[config.mk]
export PLATFORM = sky130hd
export DESIGN_NAME = network_lane_rx_control_reg
export DESIGN_NICKNAME = d
export VERILOG_FILES = /design/src/logic/net_rx_ctrl_pkg.sv /design/src/logic/reg_access_if.sv /design/src/logic/network_lane_rx_control_reg.sv /design/src/logic/mdio_frame_slave.sv
export SDC_FILE = /design/constraint.sdc
export NUM_CORES = 1
export LEC_CHECK = 0
export CAP_MARGIN = 20
export CORE_UTILIZATION = 33
export CTS_CLUSTER_DIAMETER = 40
export DETAILED_ROUTE_END_ITERATION = 7
export DONT_BUFFER_PORTS = 1
export PLACE_DENSITY = 0.49
export SLEW_MARGIN = 40
export SYNTH_ARGS = -nofsm -noshare
export SYNTH_HDL_FRONTEND = slang
export SYNTH_SLANG_ARGS = --single-unit
[constraint.sdc]
create_clock -name clock -period 2.35 [get_ports clock]
set_input_delay 0.3525 -clock clock [delete_from_list [all_inputs] [get_ports clock]]
set_output_delay 0.3525 -clock clock [all_outputs]
set_load 0.01 [all_outputs]
[src/logic/net_rx_ctrl_pkg.sv]
// constants, field positions and decode values for the network lane receive control register
package net_rx_ctrl_pkg;
   localparam int          REG_W          = 16;
   localparam int          DIV_W          = 8;
   localparam logic [15:0] RX_CTRL_ADDR   = 16'hA012;
   localparam logic [15:0] RX_CTRL_RESET  = 16'h0200;
   localparam logic [15:0] MDIO_ADDR_RESET = 16'h0000;
   localparam int          DECISION_BIT   = 15;
   localparam int          PRBS_EN_BIT    = 14;
   localparam int          PRBS_PAT_HI    = 13;
   localparam int          PRBS_PAT_LO    = 12;
   localparam int          MCLK_LOCK_BIT  = 11;
   localparam int          LOOPBACK_BIT   = 10;
   localparam int          FIFO_AUTO_BIT  = 9;
   localparam int          RX_RESET_BIT   = 8;
   localparam int          MCLK_SEL_HI    = 7;
   localparam int          MCLK_SEL_LO    = 5;
   localparam int          FIFO_RESET_BIT = 4;
   localparam int          RATE_HI        = 3;
   localparam int          RATE_LO        = 1;
   localparam int          REFDIV_BIT     = 0;
   // mdio clause 45 frame layout
   localparam logic [5:0]  PREAMBLE_BITS  = 6'd32;
   localparam logic [5:0]  HEADER_BITS    = 6'd14;
   localparam logic [5:0]  DATA_BITS      = 6'd16;
   localparam logic [1:0]  ST_CODE        = 2'b00;
   localparam logic [1:0]  OP_ADDRESS     = 2'b00;
   localparam logic [1:0]  OP_WRITE       = 2'b01;
   localparam logic [1:0]  OP_READ_INC    = 2'b10;
   localparam logic [1:0]  OP_READ        = 2'b11;
   // divider values, zero means disabled or reserved
   localparam logic [7:0]  DIV_NONE       = 8'h00;
   localparam logic [7:0]  DIV_8          = 8'h08;
   localparam logic [7:0]  DIV_16         = 8'h10;
   localparam logic [7:0]  DIV_32         = 8'h20;
   localparam logic [7:0]  DIV_40         = 8'h28;
   localparam logic [7:0]  DIV_64         = 8'h40;
   localparam logic [7:0]  DIV_160        = 8'hA0;
   // prbs polynomial orders, zero means reserved
   localparam logic [4:0]  PRBS_RESERVED  = 5'h00;
   localparam logic [4:0]  PRBS_7         = 5'h07;
   localparam logic [4:0]  PRBS_9         = 5'h09;
   localparam logic [4:0]  PRBS_15        = 5'h0F;
   localparam logic [4:0]  PRBS_23        = 5'h17;
   localparam logic [4:0]  PRBS_31        = 5'h1F;
endpackage

[src/logic/reg_access_if.sv]
// register access carrier between the mdio frame engine and the register file
`timescale 1ns/1ps
interface reg_access_if;
   logic [15:0] address;
   logic [15:0] writeData;
   logic        writeStrobe;
   logic [15:0] readData;
   modport master (output address, output writeData, output writeStrobe, input readData);
   modport target (input address, input writeData, input writeStrobe, output readData);
endinterface

[src/logic/network_lane_rx_control_reg.sv]
// network lane receive control register behind an mdio slave, with decoded controls
`timescale 1ns/1ps
module network_lane_rx_control_reg #(
   parameter int PORT_ADDR = 0,
   parameter int DEV_ADDR  = 1
) (
   input  wire logic                              clock,
   input  wire logic                              sys_rst,
   input  wire logic                              mdc,
   input  wire logic                              mdioIn,
   output logic                                   mdioOut,
   output logic                                   mdioOe,
   input  wire logic                              moduleResetLow,
   input  wire logic                              tenLaneMode,
   input  wire logic                              prbsExtendedMode,
   output logic [net_rx_ctrl_pkg::REG_W-1:0]      controlWord,
   output logic                                   decisionActive,
   output logic                                   prbsCheckEnable,
   output logic [4:0]                             prbsOrder,
   output logic                                   mclkLockToRef,
   output logic                                   loopbackEnable,
   output logic                                   fifoAutoReset,
   output logic                                   rxPathReset,
   output logic                                   fifoReset,
   output logic [net_rx_ctrl_pkg::DIV_W-1:0]      mclkDivider,
   output logic                                   mclkFromHost,
   output logic [2:0]                             rateCode,
   output logic                                   rateValid,
   output logic [net_rx_ctrl_pkg::DIV_W-1:0]      refclkDivider
);
   import net_rx_ctrl_pkg::*;

   if (PORT_ADDR < 0 || PORT_ADDR > 31 || DEV_ADDR < 0 || DEV_ADDR > 31) begin : g_check
      $error("mdio port and device address must each fit in five bits");
   end

   ////////////////////////////////////////////////////////////////////////////////
   // pin synchronisers
   logic [1:0] mdcSync_q;
   logic [1:0] mdioSync_q;
   logic [1:0] modRstSync_q;
   logic       coreReset;

   always_ff @(posedge clock) begin
      if (sys_rst) begin
         mdcSync_q    <= 2'b00;
         mdioSync_q   <= 2'b11;
         modRstSync_q <= 2'b00;
      end else begin
         mdcSync_q    <= {mdcSync_q[0], mdc};
         mdioSync_q   <= {mdioSync_q[0], mdioIn};
         modRstSync_q <= {modRstSync_q[0], moduleResetLow};
      end
   end

   // low on the module reset pin holds everything past the pin synchronisers at reset values
   assign coreReset = sys_rst | ~modRstSync_q[1];

   ////////////////////////////////////////////////////////////////////////////////
   // mdio frame engine
   reg_access_if regBus ();

   mdio_frame_slave #(
      .PORT_ADDR (PORT_ADDR[4:0]),
      .DEV_ADDR  (DEV_ADDR[4:0])
   ) u_frame (
      .clock     (clock),
      .sys_rst   (coreReset),
      .mdcLevel  (mdcSync_q[1]),
      .mdioLevel (mdioSync_q[1]),
      .mdioOut   (mdioOut),
      .mdioOe    (mdioOe),
      .bus       (regBus.master)
   );

   ////////////////////////////////////////////////////////////////////////////////
   // control register
   logic [15:0] ctrl_q, ctrl_d;

   always_comb begin
      ctrl_d = ctrl_q;
      if (regBus.writeStrobe && regBus.address == RX_CTRL_ADDR) begin
         ctrl_d = regBus.writeData;
      end
   end

   always_ff @(posedge clock) begin
      if (coreReset) begin
         ctrl_q <= RX_CTRL_RESET;
      end else begin
         ctrl_q <= ctrl_d;
      end
   end

   // unmapped addresses read as zero
   always_comb begin
      if (regBus.address == RX_CTRL_ADDR) begin
         regBus.readData = ctrl_q;
      end else begin
         regBus.readData = 16'h0000;
      end
   end

   ////////////////////////////////////////////////////////////////////////////////
   // field decode
   logic [4:0] prbsOrder_q, prbsOrder_d;
   logic [7:0] mclkDiv_q, mclkDiv_d;
   logic       mclkHost_q, mclkHost_d;
   logic       rateValid_q, rateValid_d;
   logic [7:0] refDiv_q, refDiv_d;
   logic [1:0] patCode;
   logic [2:0] mclkCode;
   logic [2:0] rateSel;

   assign patCode  = ctrl_q[PRBS_PAT_HI:PRBS_PAT_LO];
   assign mclkCode = ctrl_q[MCLK_SEL_HI:MCLK_SEL_LO];
   assign rateSel  = ctrl_q[RATE_HI:RATE_LO];

   always_comb begin
      if (prbsExtendedMode) begin
         prbsOrder_d = (patCode == 2'b00) ? PRBS_9 : PRBS_RESERVED;
      end else begin
         case (patCode)
            2'b00:   prbsOrder_d = PRBS_7;
            2'b01:   prbsOrder_d = PRBS_15;
            2'b10:   prbsOrder_d = PRBS_23;
            default: prbsOrder_d = PRBS_31;
         endcase
      end
      mclkHost_d = 1'b0;
      case (mclkCode)
         3'b001:  mclkDiv_d = tenLaneMode ? DIV_NONE : DIV_32;
         3'b010:  mclkDiv_d = DIV_8;
         3'b100:  mclkDiv_d = tenLaneMode ? DIV_64 : DIV_NONE;
         3'b110:  mclkDiv_d = tenLaneMode ? DIV_16 : DIV_NONE;
         3'b101: begin
            mclkDiv_d  = tenLaneMode ? DIV_64 : DIV_160;
            mclkHost_d = 1'b1;
         end
         3'b111: begin
            mclkDiv_d  = tenLaneMode ? DIV_16 : DIV_40;
            mclkHost_d = 1'b1;
         end
         default: mclkDiv_d = DIV_NONE;
      endcase
      case (rateSel)
         3'b000, 3'b011:                 rateValid_d = 1'b1;
         3'b001, 3'b010, 3'b100, 3'b101: rateValid_d = tenLaneMode;
         default:                        rateValid_d = 1'b0;
      endcase
      if (ctrl_q[REFDIV_BIT]) begin
         refDiv_d = tenLaneMode ? DIV_64 : DIV_160;
      end else begin
         refDiv_d = tenLaneMode ? DIV_16 : DIV_40;
      end
   end

   always_ff @(posedge clock) begin
      if (coreReset) begin
         prbsOrder_q <= PRBS_RESERVED;
         mclkDiv_q   <= DIV_NONE;
         mclkHost_q  <= 1'b0;
         rateValid_q <= 1'b0;
         refDiv_q    <= DIV_NONE;
      end else begin
         prbsOrder_q <= prbsOrder_d;
         mclkDiv_q   <= mclkDiv_d;
         mclkHost_q  <= mclkHost_d;
         rateValid_q <= rateValid_d;
         refDiv_q    <= refDiv_d;
      end
   end

   ////////////////////////////////////////////////////////////////////////////////
   // outputs
   assign controlWord     = ctrl_q;
   assign decisionActive  = ctrl_q[DECISION_BIT];
   assign prbsCheckEnable = ctrl_q[PRBS_EN_BIT];
   assign prbsOrder       = prbsOrder_q;
   assign mclkLockToRef   = ctrl_q[MCLK_LOCK_BIT];
   assign loopbackEnable  = ctrl_q[LOOPBACK_BIT];
   assign fifoAutoReset   = ctrl_q[FIFO_AUTO_BIT];
   assign rxPathReset     = ctrl_q[RX_RESET_BIT];
   // a held receive path reset also holds the fifo
   assign fifoReset       = ctrl_q[FIFO_RESET_BIT] | ctrl_q[RX_RESET_BIT];
   assign mclkDivider     = mclkDiv_q;
   assign mclkFromHost    = mclkHost_q;
   assign rateCode        = ctrl_q[RATE_HI:RATE_LO];
   assign rateValid       = rateValid_q;
   assign refclkDivider   = refDiv_q;
endmodule

[src/logic/mdio_frame_slave.sv]
// clause 45 mdio frame engine working on synchronised mdc and mdio levels
`timescale 1ns/1ps
module mdio_frame_slave #(
   parameter logic [4:0] PORT_ADDR = 5'h00,
   parameter logic [4:0] DEV_ADDR  = 5'h01
) (
   input  wire logic     clock,
   input  wire logic     sys_rst,
   input  wire logic     mdcLevel,
   input  wire logic     mdioLevel,
   output logic          mdioOut,
   output logic          mdioOe,
   reg_access_if.master  bus
);
   import net_rx_ctrl_pkg::*;

   typedef enum logic [1:0] {PREAMBLE, HEADER, TURNAROUND, DATA} frame_state_t;

   frame_state_t state_q, state_d;
   logic [5:0]   cnt_q, cnt_d;
   logic [15:0]  shift_q, shift_d;
   logic [15:0]  addr_q, addr_d;
   logic [15:0]  txData_q, txData_d;
   logic [1:0]   op_q, op_d;
   logic         match_q, match_d;
   logic         out_q, out_d;
   logic         oe_q, oe_d;
   logic         write_q, write_d;
   logic         mdcPrev_q;
   logic         rise;
   logic         reading;

   assign rise    = mdcLevel & ~mdcPrev_q;
   assign reading = match_q & op_q[1];

   always_comb begin
      state_d  = state_q;
      cnt_d    = cnt_q;
      shift_d  = shift_q;
      addr_d   = addr_q;
      txData_d = txData_q;
      op_d     = op_q;
      match_d  = match_q;
      out_d    = out_q;
      oe_d     = oe_q;
      write_d  = 1'b0;
      if (rise) begin
         case (state_q)
            PREAMBLE: begin
               if (mdioLevel) begin
                  if (cnt_q < PREAMBLE_BITS) begin
                     cnt_d = cnt_q + 6'd1;
                  end
               end else if (cnt_q == PREAMBLE_BITS) begin
                  // this zero is the first start bit
                  state_d = HEADER;
                  cnt_d   = 6'd1;
                  shift_d = 16'h0000;
               end else begin
                  cnt_d = 6'd0;
               end
            end
            HEADER: begin
               shift_d = {shift_q[14:0], mdioLevel};
               cnt_d   = cnt_q + 6'd1;
               if (cnt_q == HEADER_BITS - 6'd1) begin
                  state_d = TURNAROUND;
                  cnt_d   = 6'd0;
                  op_d    = shift_d[11:10];
                  match_d = (shift_d[13:12] == ST_CODE) && (shift_d[9:5] == PORT_ADDR)
                            && (shift_d[4:0] == DEV_ADDR);
               end
            end
            TURNAROUND: begin
               cnt_d = cnt_q + 6'd1;
               if (cnt_q == 6'd0) begin
                  if (reading) begin
                     oe_d     = 1'b1;
                     out_d    = 1'b0;
                     txData_d = bus.readData;
                  end
               end else begin
                  state_d = DATA;
                  cnt_d   = 6'd0;
                  if (reading) begin
                     out_d    = txData_q[15];
                     txData_d = {txData_q[14:0], 1'b0};
                  end
               end
            end
            DATA: begin
               shift_d = {shift_q[14:0], mdioLevel};
               cnt_d   = cnt_q + 6'd1;
               if (cnt_q == DATA_BITS - 6'd1) begin
                  state_d = PREAMBLE;
                  cnt_d   = 6'd0;
                  oe_d    = 1'b0;
                  out_d   = 1'b0;
                  if (match_q) begin
                     if (op_q == OP_ADDRESS) begin
                        addr_d = shift_d;
                     end else if (op_q == OP_WRITE) begin
                        write_d = 1'b1;
                     end else if (op_q == OP_READ_INC) begin
                        addr_d = addr_q + 16'h0001;
                     end
                  end
               end else if (reading) begin
                  out_d    = txData_q[15];
                  txData_d = {txData_q[14:0], 1'b0};
               end
            end
            default: begin
               state_d = PREAMBLE;
               cnt_d   = 6'd0;
            end
         endcase
      end
   end

   always_ff @(posedge clock) begin
      if (sys_rst) begin
         state_q   <= PREAMBLE;
         cnt_q     <= 6'd0;
         shift_q   <= 16'h0000;
         addr_q    <= MDIO_ADDR_RESET;
         txData_q  <= 16'h0000;
         op_q      <= 2'b00;
         match_q   <= 1'b0;
         out_q     <= 1'b0;
         oe_q      <= 1'b0;
         write_q   <= 1'b0;
         mdcPrev_q <= 1'b0;
      end else begin
         state_q   <= state_d;
         cnt_q     <= cnt_d;
         shift_q   <= shift_d;
         addr_q    <= addr_d;
         txData_q  <= txData_d;
         op_q      <= op_d;
         match_q   <= match_d;
         out_q     <= out_d;
         oe_q      <= oe_d;
         write_q   <= write_d;
         mdcPrev_q <= mdcLevel;
      end
   end

   assign mdioOut         = out_q;
   assign mdioOe          = oe_q;
   assign bus.address     = addr_q;
   assign bus.writeData   = shift_q;
   assign bus.writeStrobe = write_q;
endmodule

# Yosys cells after proc, flatten, opt, wreduce, memory -nomap -nowiden
# Cells that the tools add are included.
# Widths: inputs -> output; s select.
dict set report word_totals {
  ramBits 0
  latchBits 0
  input_bits 7
  mem_bits_ro 0
  reg_bits 108
  elab_cells 140
  output_inout_bits 51
  n_memories 0
}
dict set report classes {
  n_addsub 2
  n_lt_le_gt_ge 1
  n_shift 0
  n_div 0
  n_eq_ne 34
  n_reduce_logical 26
  mux 47
  mul 0
  bitwise_logic 10
}
# cell count
set ops {}
lappend ops {{$mux 16} 10}
lappend ops {{$pmux 16 s2} 2}
lappend ops {{$pmux 8 s6} 1}
lappend ops {{$mux 6} 7}
lappend ops {{$pmux 6 s4} 1}
lappend ops {{$eq 3x3->1 const B} 6}
lappend ops {{$add 16x1->16 const B} 1}
lappend ops {{$eq 16x16->1 const B} 1}
lappend ops {{$mux 8} 2}
lappend ops {{$pmux 5 s3} 1}
lappend ops {{$eq 6x4->1 const B} 2}
lappend ops {{$ne 2x1->1 const B} 6}
lappend ops {{$reduce_and 6->1} 2}
lappend ops {{$mux 1} 10}
lappend ops {{$mux 2} 5}
lappend ops {{$mux 5} 2}
lappend ops {{$eq 3x2->1 const B} 3}
lappend ops {{$eq 2x2->1 const B} 4}
lappend ops {{$logic_not 2->1} 4}
lappend ops {{$pmux 2 s4} 1}
lappend ops {{$reduce_and 4->1} 2}
lappend ops {{$mux 7} 1}
lappend ops {{$add 6x1->6 const B} 1}
lappend ops {{$eq 2x1->1 const B} 3}
lappend ops {{other kinds (22)} 42}

# Depth between registers and ports, before layout
dict set report depth {
  word_depth 5
  mapped_depth 9
  mapped_depth_nobuf 7
}

# Hierarchy
# Synthesis repeated with hierarchy kept, for this count alone.
dict set report unflattened {
  cells_unflattened 581
  hier_area_um2 4825.9
}
# module n_inst seq_area_each_um2 area_per_inst_um2 cells_each
set modules_own_cells {}
lappend modules_own_cells {mdio_frame_slave 1 1261.2 3235.6 406}
lappend modules_own_cells {network_lane_rx_control_reg 1 760.7 1590.3 175}

# Worst setup path after synthesis
# Ideal clock, no wire load.
dict set report synth_path {
  path_type {reg2reg}
  startpoint {reg u_frame.state_q[0]}
  endpoint {reg u_frame.addr_q[11] (netlist: u_frame.bus.address[11])}
  t_required_ps 2229
  setup_ps 121
  path_buffers 0
  path_slack_ps 428
  stages_incl_launch_ff 7
  period_less_slack_ps 1922
  arrival_time_ps 1801
  cell_sequence {dfxtp_1 ha_1 nand2_1 or4_1 or3_1 o211ai_1 nor2_1}
}
dict set report synth_between {
  elab_chain_cells 2
}
# item line_no
set synth_lines {}
lappend synth_lines {{start, declared} mdio_frame_slave.sv:19} ;# frame_state_t state_q, state_d;
lappend synth_lines {{start signal, assigned} mdio_frame_slave.sv:135} ;# state_q <= state_d;
lappend synth_lines {{$eq 2x2->1} mdio_frame_slave.sv:48} ;# case (state_q)
lappend synth_lines {{$reduce_and 6->1 (no source line)} -}
lappend synth_lines {{end signal, assigned} mdio_frame_slave.sv:138} ;# addr_q <= addr_d;
lappend synth_lines {{end, declared} mdio_frame_slave.sv:22} ;# logic [15:0] addr_q, addr_d;
# No other way between the ends.
# A chain may end at the register's enable or synchronous reset.

# Final worst setup path
dict set report layout_path {
  startpoint {reg u_frame.cnt_q[0]}
  endpoint {reg u_frame.cnt_q[3]}
}
dict set report layout_between {
  elab_chain_cells 4
  elab_cells_between_ends 13
  cone_classes {1 x add/sub; 1 x order compare; 3 x eq/ne; 6 x mux; 2 x reduce/logical}
}
# item line_no
set layout_lines {}
lappend layout_lines {{start, declared} mdio_frame_slave.sv:20} ;# logic [5:0] cnt_q, cnt_d;
lappend layout_lines {{start signal, assigned} mdio_frame_slave.sv:136} ;# cnt_q <= cnt_d;
lappend layout_lines {{$add 6x1->6} -}
lappend layout_lines {{$mux 6} mdio_frame_slave.sv:51} ;# if (cnt_q < PREAMBLE_BITS) begin
lappend layout_lines {{$mux 6} mdio_frame_slave.sv:50} ;# if (mdioLevel) begin
lappend layout_lines {{$pmux 6 s4} mdio_frame_slave.sv:48}
# Several ways; a longest one is shown, not always the timed one. The select of a mux whose other input is x is not followed.

==> reports/summary.md <==
Of all nets on the critical path, the largest fanout is 6. The logs give 0.8806 for the final estimated routing congestion in global placement and 1317 for the count of filler cells inserted in the layout. The peak supply drop is 0.3250 mV.

The quantity of I/O buffers inserted on ports came out at 0. The count of nets left with antenna violations once routing finished came out at 0. The horizontal extent of the die is 118.9 um. For the final count of negative-setup-slack endpoints, the log shows 0. The initial antenna violation count is 0. Largest delay contributor family on the critical path: compound AO/OA/AOI/OAI gates.

The share of final-layout standard cells stronger than drive strength 1 was 0.08588. The number of violations of the max-capacitance limit came out at 0. The average via count per standard cell is 5.371. The tools report the worst hold endpoint as refclkDivider[3]. The count of hold buffers inserted by post-cts repair came out at 0. The dominant register cell in the synthesized netlist is sky130_fd_sc_hd__dfxtp_1. Startpoint class of the critical path: a flop. By area, the combinational part of the netlist is dominated by simple AND/OR/NAND/NOR gates. For this run the aggregate overflow at the end of global routing stands at 0. The number of buffer and inverter instances along the worst setup path is 1. The fraction of registers with async set/reset is 0. The setup check on the worst reg-to-reg path leaves a slack of 220 ps.

Clock skew on the completed layout was measured at 8.970 ps. The post-synthesis sequential area ratio was 0.4486. Multiplexer area fraction after synthesis: 0.03776.

The number of cell instances on the worst register-to-register path is 7. After clock tree synthesis, the setup repair step added 0 buffers. The longest individual stage delay on the worst path was 460 ps; the y dimension of the die was 118.9 um.

Across all layers, the routed design uses 3760 vias. Timing would allow up to 469.2 MHz. Yosys mapped the design onto 57 distinct sky130hd cell types. The xor/xnor share of the synthesized area was 0.005830; the share of synthesized cell area in and, or, nand and nor gates was 0.2340. The sum of routed wire segments on met1 came out at 5.434 mm. The run gives 101 as the count of clock tree sinks. The flow ran to the end, and the final reports show no timing, DRC or antenna violations. TritonCTS built the clock tree.

Traced cell by cell, the critical path runs through inv_1 > ha_1 > nor3b_2 > and3_1 > a211o_1 > o31ai_1 > nor2_1. Buffer cell driving the clock tree root: sky130_fd_sc_hd__clkbuf_16. The synthesized-area fraction occupied by ao, oa, aoi and oai cells is 0.1749. At the pin with the least slew margin, the transition time is 644.2 ps. The tightest min-delay check is of the input pin to flop type. The top cell type's share of synthesized area came out at 0.4486. The met3 wirelength from detailed routing was 574 um. In this run, the number of DRC markers left after iteration 0 of detailed routing was 280. For the required time at the endpoint of the critical path, the log shows 2570 ps. Detailed placement finished with a half-perimeter wire length of 7.857 mm. The area growth from synthesis to layout was 10.08%; the number of gates resized after CTS was 0. For this design the static power due to leakage is 1.784 nW. Setup repair after global routing left no endpoint under its margin.

sky130_fd_sc_hd__dfxtp_1 takes more of the synthesized area than any other cell. The amount of wire on met2 after detailed routing is 5.236 mm, and the per-instance average area after synthesis is 8.471 um^2. Number of hold-slack violations in the final timing report: 0. Critical register-to-register path startpoint: u_frame.cnt_q[0]. The tools report the post-route setup TNS as 0 ps.

The number of global-route vias before repair came out at 3505. Buffers inserted during clock tree synthesis total 9. For this run, the number of Yosys warnings is 0. In this run the core area contains 42 standard-cell rows. 0 antenna diodes ended up in the layout. CTS built an H-tree with a depth of 3. Summed over all layers, the routed wires come to 11.41 mm. The average wire per cell in the routed design is 16.30 um, and the adder-cell area share of the yosys netlist is 0.03054. The remaining max-slew budget at the tightest pin is 0.5690, and the power density relative to cell area is 655.6 mW/mm^2. The most frequent cell after synthesis is sky130_fd_sc_hd__dfxtp_1. The worst hold path depth is 1. The tools report the die footprint as 0.01413 mm^2.

The clock transition time at the flip-flop clock pins of the worst setup and hold paths is 80 ps, and the clock tree buffer depth is 2. 58 I/O pins were placed. The clock period minus worst slack was 2131 ps. First-pass GRT wire length: 18.53 mm. For the number of instances in the synthesized netlist, the log shows 532.

The ratio of final minimum period to clock period was 0.9070. The number of enable flip-flop cells after synthesis is 0. The first detailed-routing pass ran for 5 iterations.

Endpoint arrival time on the critical path: 2360 ps. The topmost layer with routed signal wires was met4. The number of synthesized register bits is 101, and the latest clock arrival within the worst-skew pair is 360 ps. Final hold analysis gives a worst-case slack of 60.71 ps.

The commonest cells after synthesis are sky130_fd_sc_hd__dfxtp_1, sky130_fd_sc_hd__nor2_1, sky130_fd_sc_hd__nand2_1. The launch instance of the worst min-delay path was tenLaneMode. In the routed design, unresolved DRC markers number 0. By area the synthesized netlist is led by sky130_fd_sc_hd__dfxtp_1, sky130_fd_sc_hd__nor2_1, sky130_fd_sc_hd__nand2_1.

The post-synthesis instance area was 0.004507 mm^2; the initial core utilization was 0.3390. Entering global routing, the biggest net connects 60 pins. The core region is 0.01330 mm^2.

The net count of the finished layout is 537. The kind of end point of the critical path is a flop. The type of the setup path with the least slack is flop to flop.

Terminus of the critical flop-to-flop path: u_frame.cnt_q[3]. The tools report the total global routing track utilization as 0.1665. Final count of pins violating max slew: 0. The slowest stage of the critical path is the sky130_fd_sc_hd__o31ai_1 cell.
layer usage:
metal | GRT usage | vias up
met5 | 0 | -
li1 | - | 1851
met3 | 0.03688 | 13
met2 | 0.2646 | 113
met4 | 0.06171 | 0
met1 | 0.2204 | 1783
logic make-up after synthesis:
kind of cell,after synthesis
muxes,17
and+or+nand+nor,217
xor gates and xnor gates,3
AOI/OAI and AO/OA,121
buffers and inverters,61
other,1
adders and majority gates,11
DFF,101
state kept, by name (all words and copies together) (netlist names), 4 cells and up:
register               cells
controlWord               16
u_frame.bus.address       16
u_frame.bus.writeData     16
u_frame.txData_q          16
u_frame.cnt_q              6
mclkDivider                5
refclkDivider              5
prbsOrder                  4
placed cells by master, fill, tap and decap left out, types with 6 or more instances in the layout:
master,count
sky130_fd_sc_hd__nor2_1,67
sky130_fd_sc_hd__nand4_1,6
sky130_fd_sc_hd__and3_1,7
sky130_fd_sc_hd__a21oi_1,35
sky130_fd_sc_hd__buf_4,15
sky130_fd_sc_hd__dfxtp_1,101
sky130_fd_sc_hd__o21ai_0,25
sky130_fd_sc_hd__nor2b_1,7
sky130_fd_sc_hd__clkbuf_16,9
sky130_fd_sc_hd__nand3_1,31
sky130_fd_sc_hd__o31ai_1,7
sky130_fd_sc_hd__conb_1,6
sky130_fd_sc_hd__inv_1,15
sky130_fd_sc_hd__nand2_1,48
sky130_fd_sc_hd__ha_1,11
sky130_fd_sc_hd__nor3_1,14
sky130_fd_sc_hd__mux2i_1,17
sky130_fd_sc_hd__a221oi_1,16
final cells by class:
class,count,area [um^2],share of cell area
multi-input cells,375,2211,0.4456
flip-flops and latches,101,2022,0.4076
inverters,15,56.30,0.01135
repair buffers,17,152.6,0.03077
clock buffers,9,225.2,0.04540
well taps,176,220.2,0.04439
clock inverters,7,73.82,0.01488
how the worst max path moves through the flow:
| stage | depth (start not counted) | from | endpoint | slack, ps |
|---|---|---|---|---|
| 2_1_floorplan | 6 | u_frame.state_q[0] | u_frame.bus.address[11] | 430 |
| 3_3_place_gp | 7 | u_frame.cnt_q[0] | u_frame.cnt_q[5] | 320 |
| 3_5_place_dp | 7 | u_frame.cnt_q[0] | u_frame.cnt_q[3] | 270 |
| 4_1_cts | 7 | u_frame.cnt_q[0] | u_frame.cnt_q[3] | 240 |
| 5_1_grt | 6 | u_frame.state_q[0] | u_frame.bus.address[13] | 90 |
| 6_report | 7 | u_frame.cnt_q[0] | u_frame.cnt_q[3] | 220 |
power by group:
group          internal [W]  switching [W]
clock              0.000754       0.000735
combinational     0.0000131      0.0000294
sequential          0.00172     0.00000409
total               0.00248       0.000769
stage by stage:
step	power (W)	instances	util	setup WS (ps)	area, um^2
final	0.003252	700	0.3731	218.6	4961
after global routing	0.003362	700	0.3731	91.36	4961
after CTS	0.003301	700	0.3731	238.3	4961
after detailed placement	0.001804	684	0.3506	267.7	4662
after global placement	0.001804	684	0.3506	324.9	4662
after floorplan	0.001800	537	-	428.1	4526
Note: power is estimated with default switching activity, not from simulation.
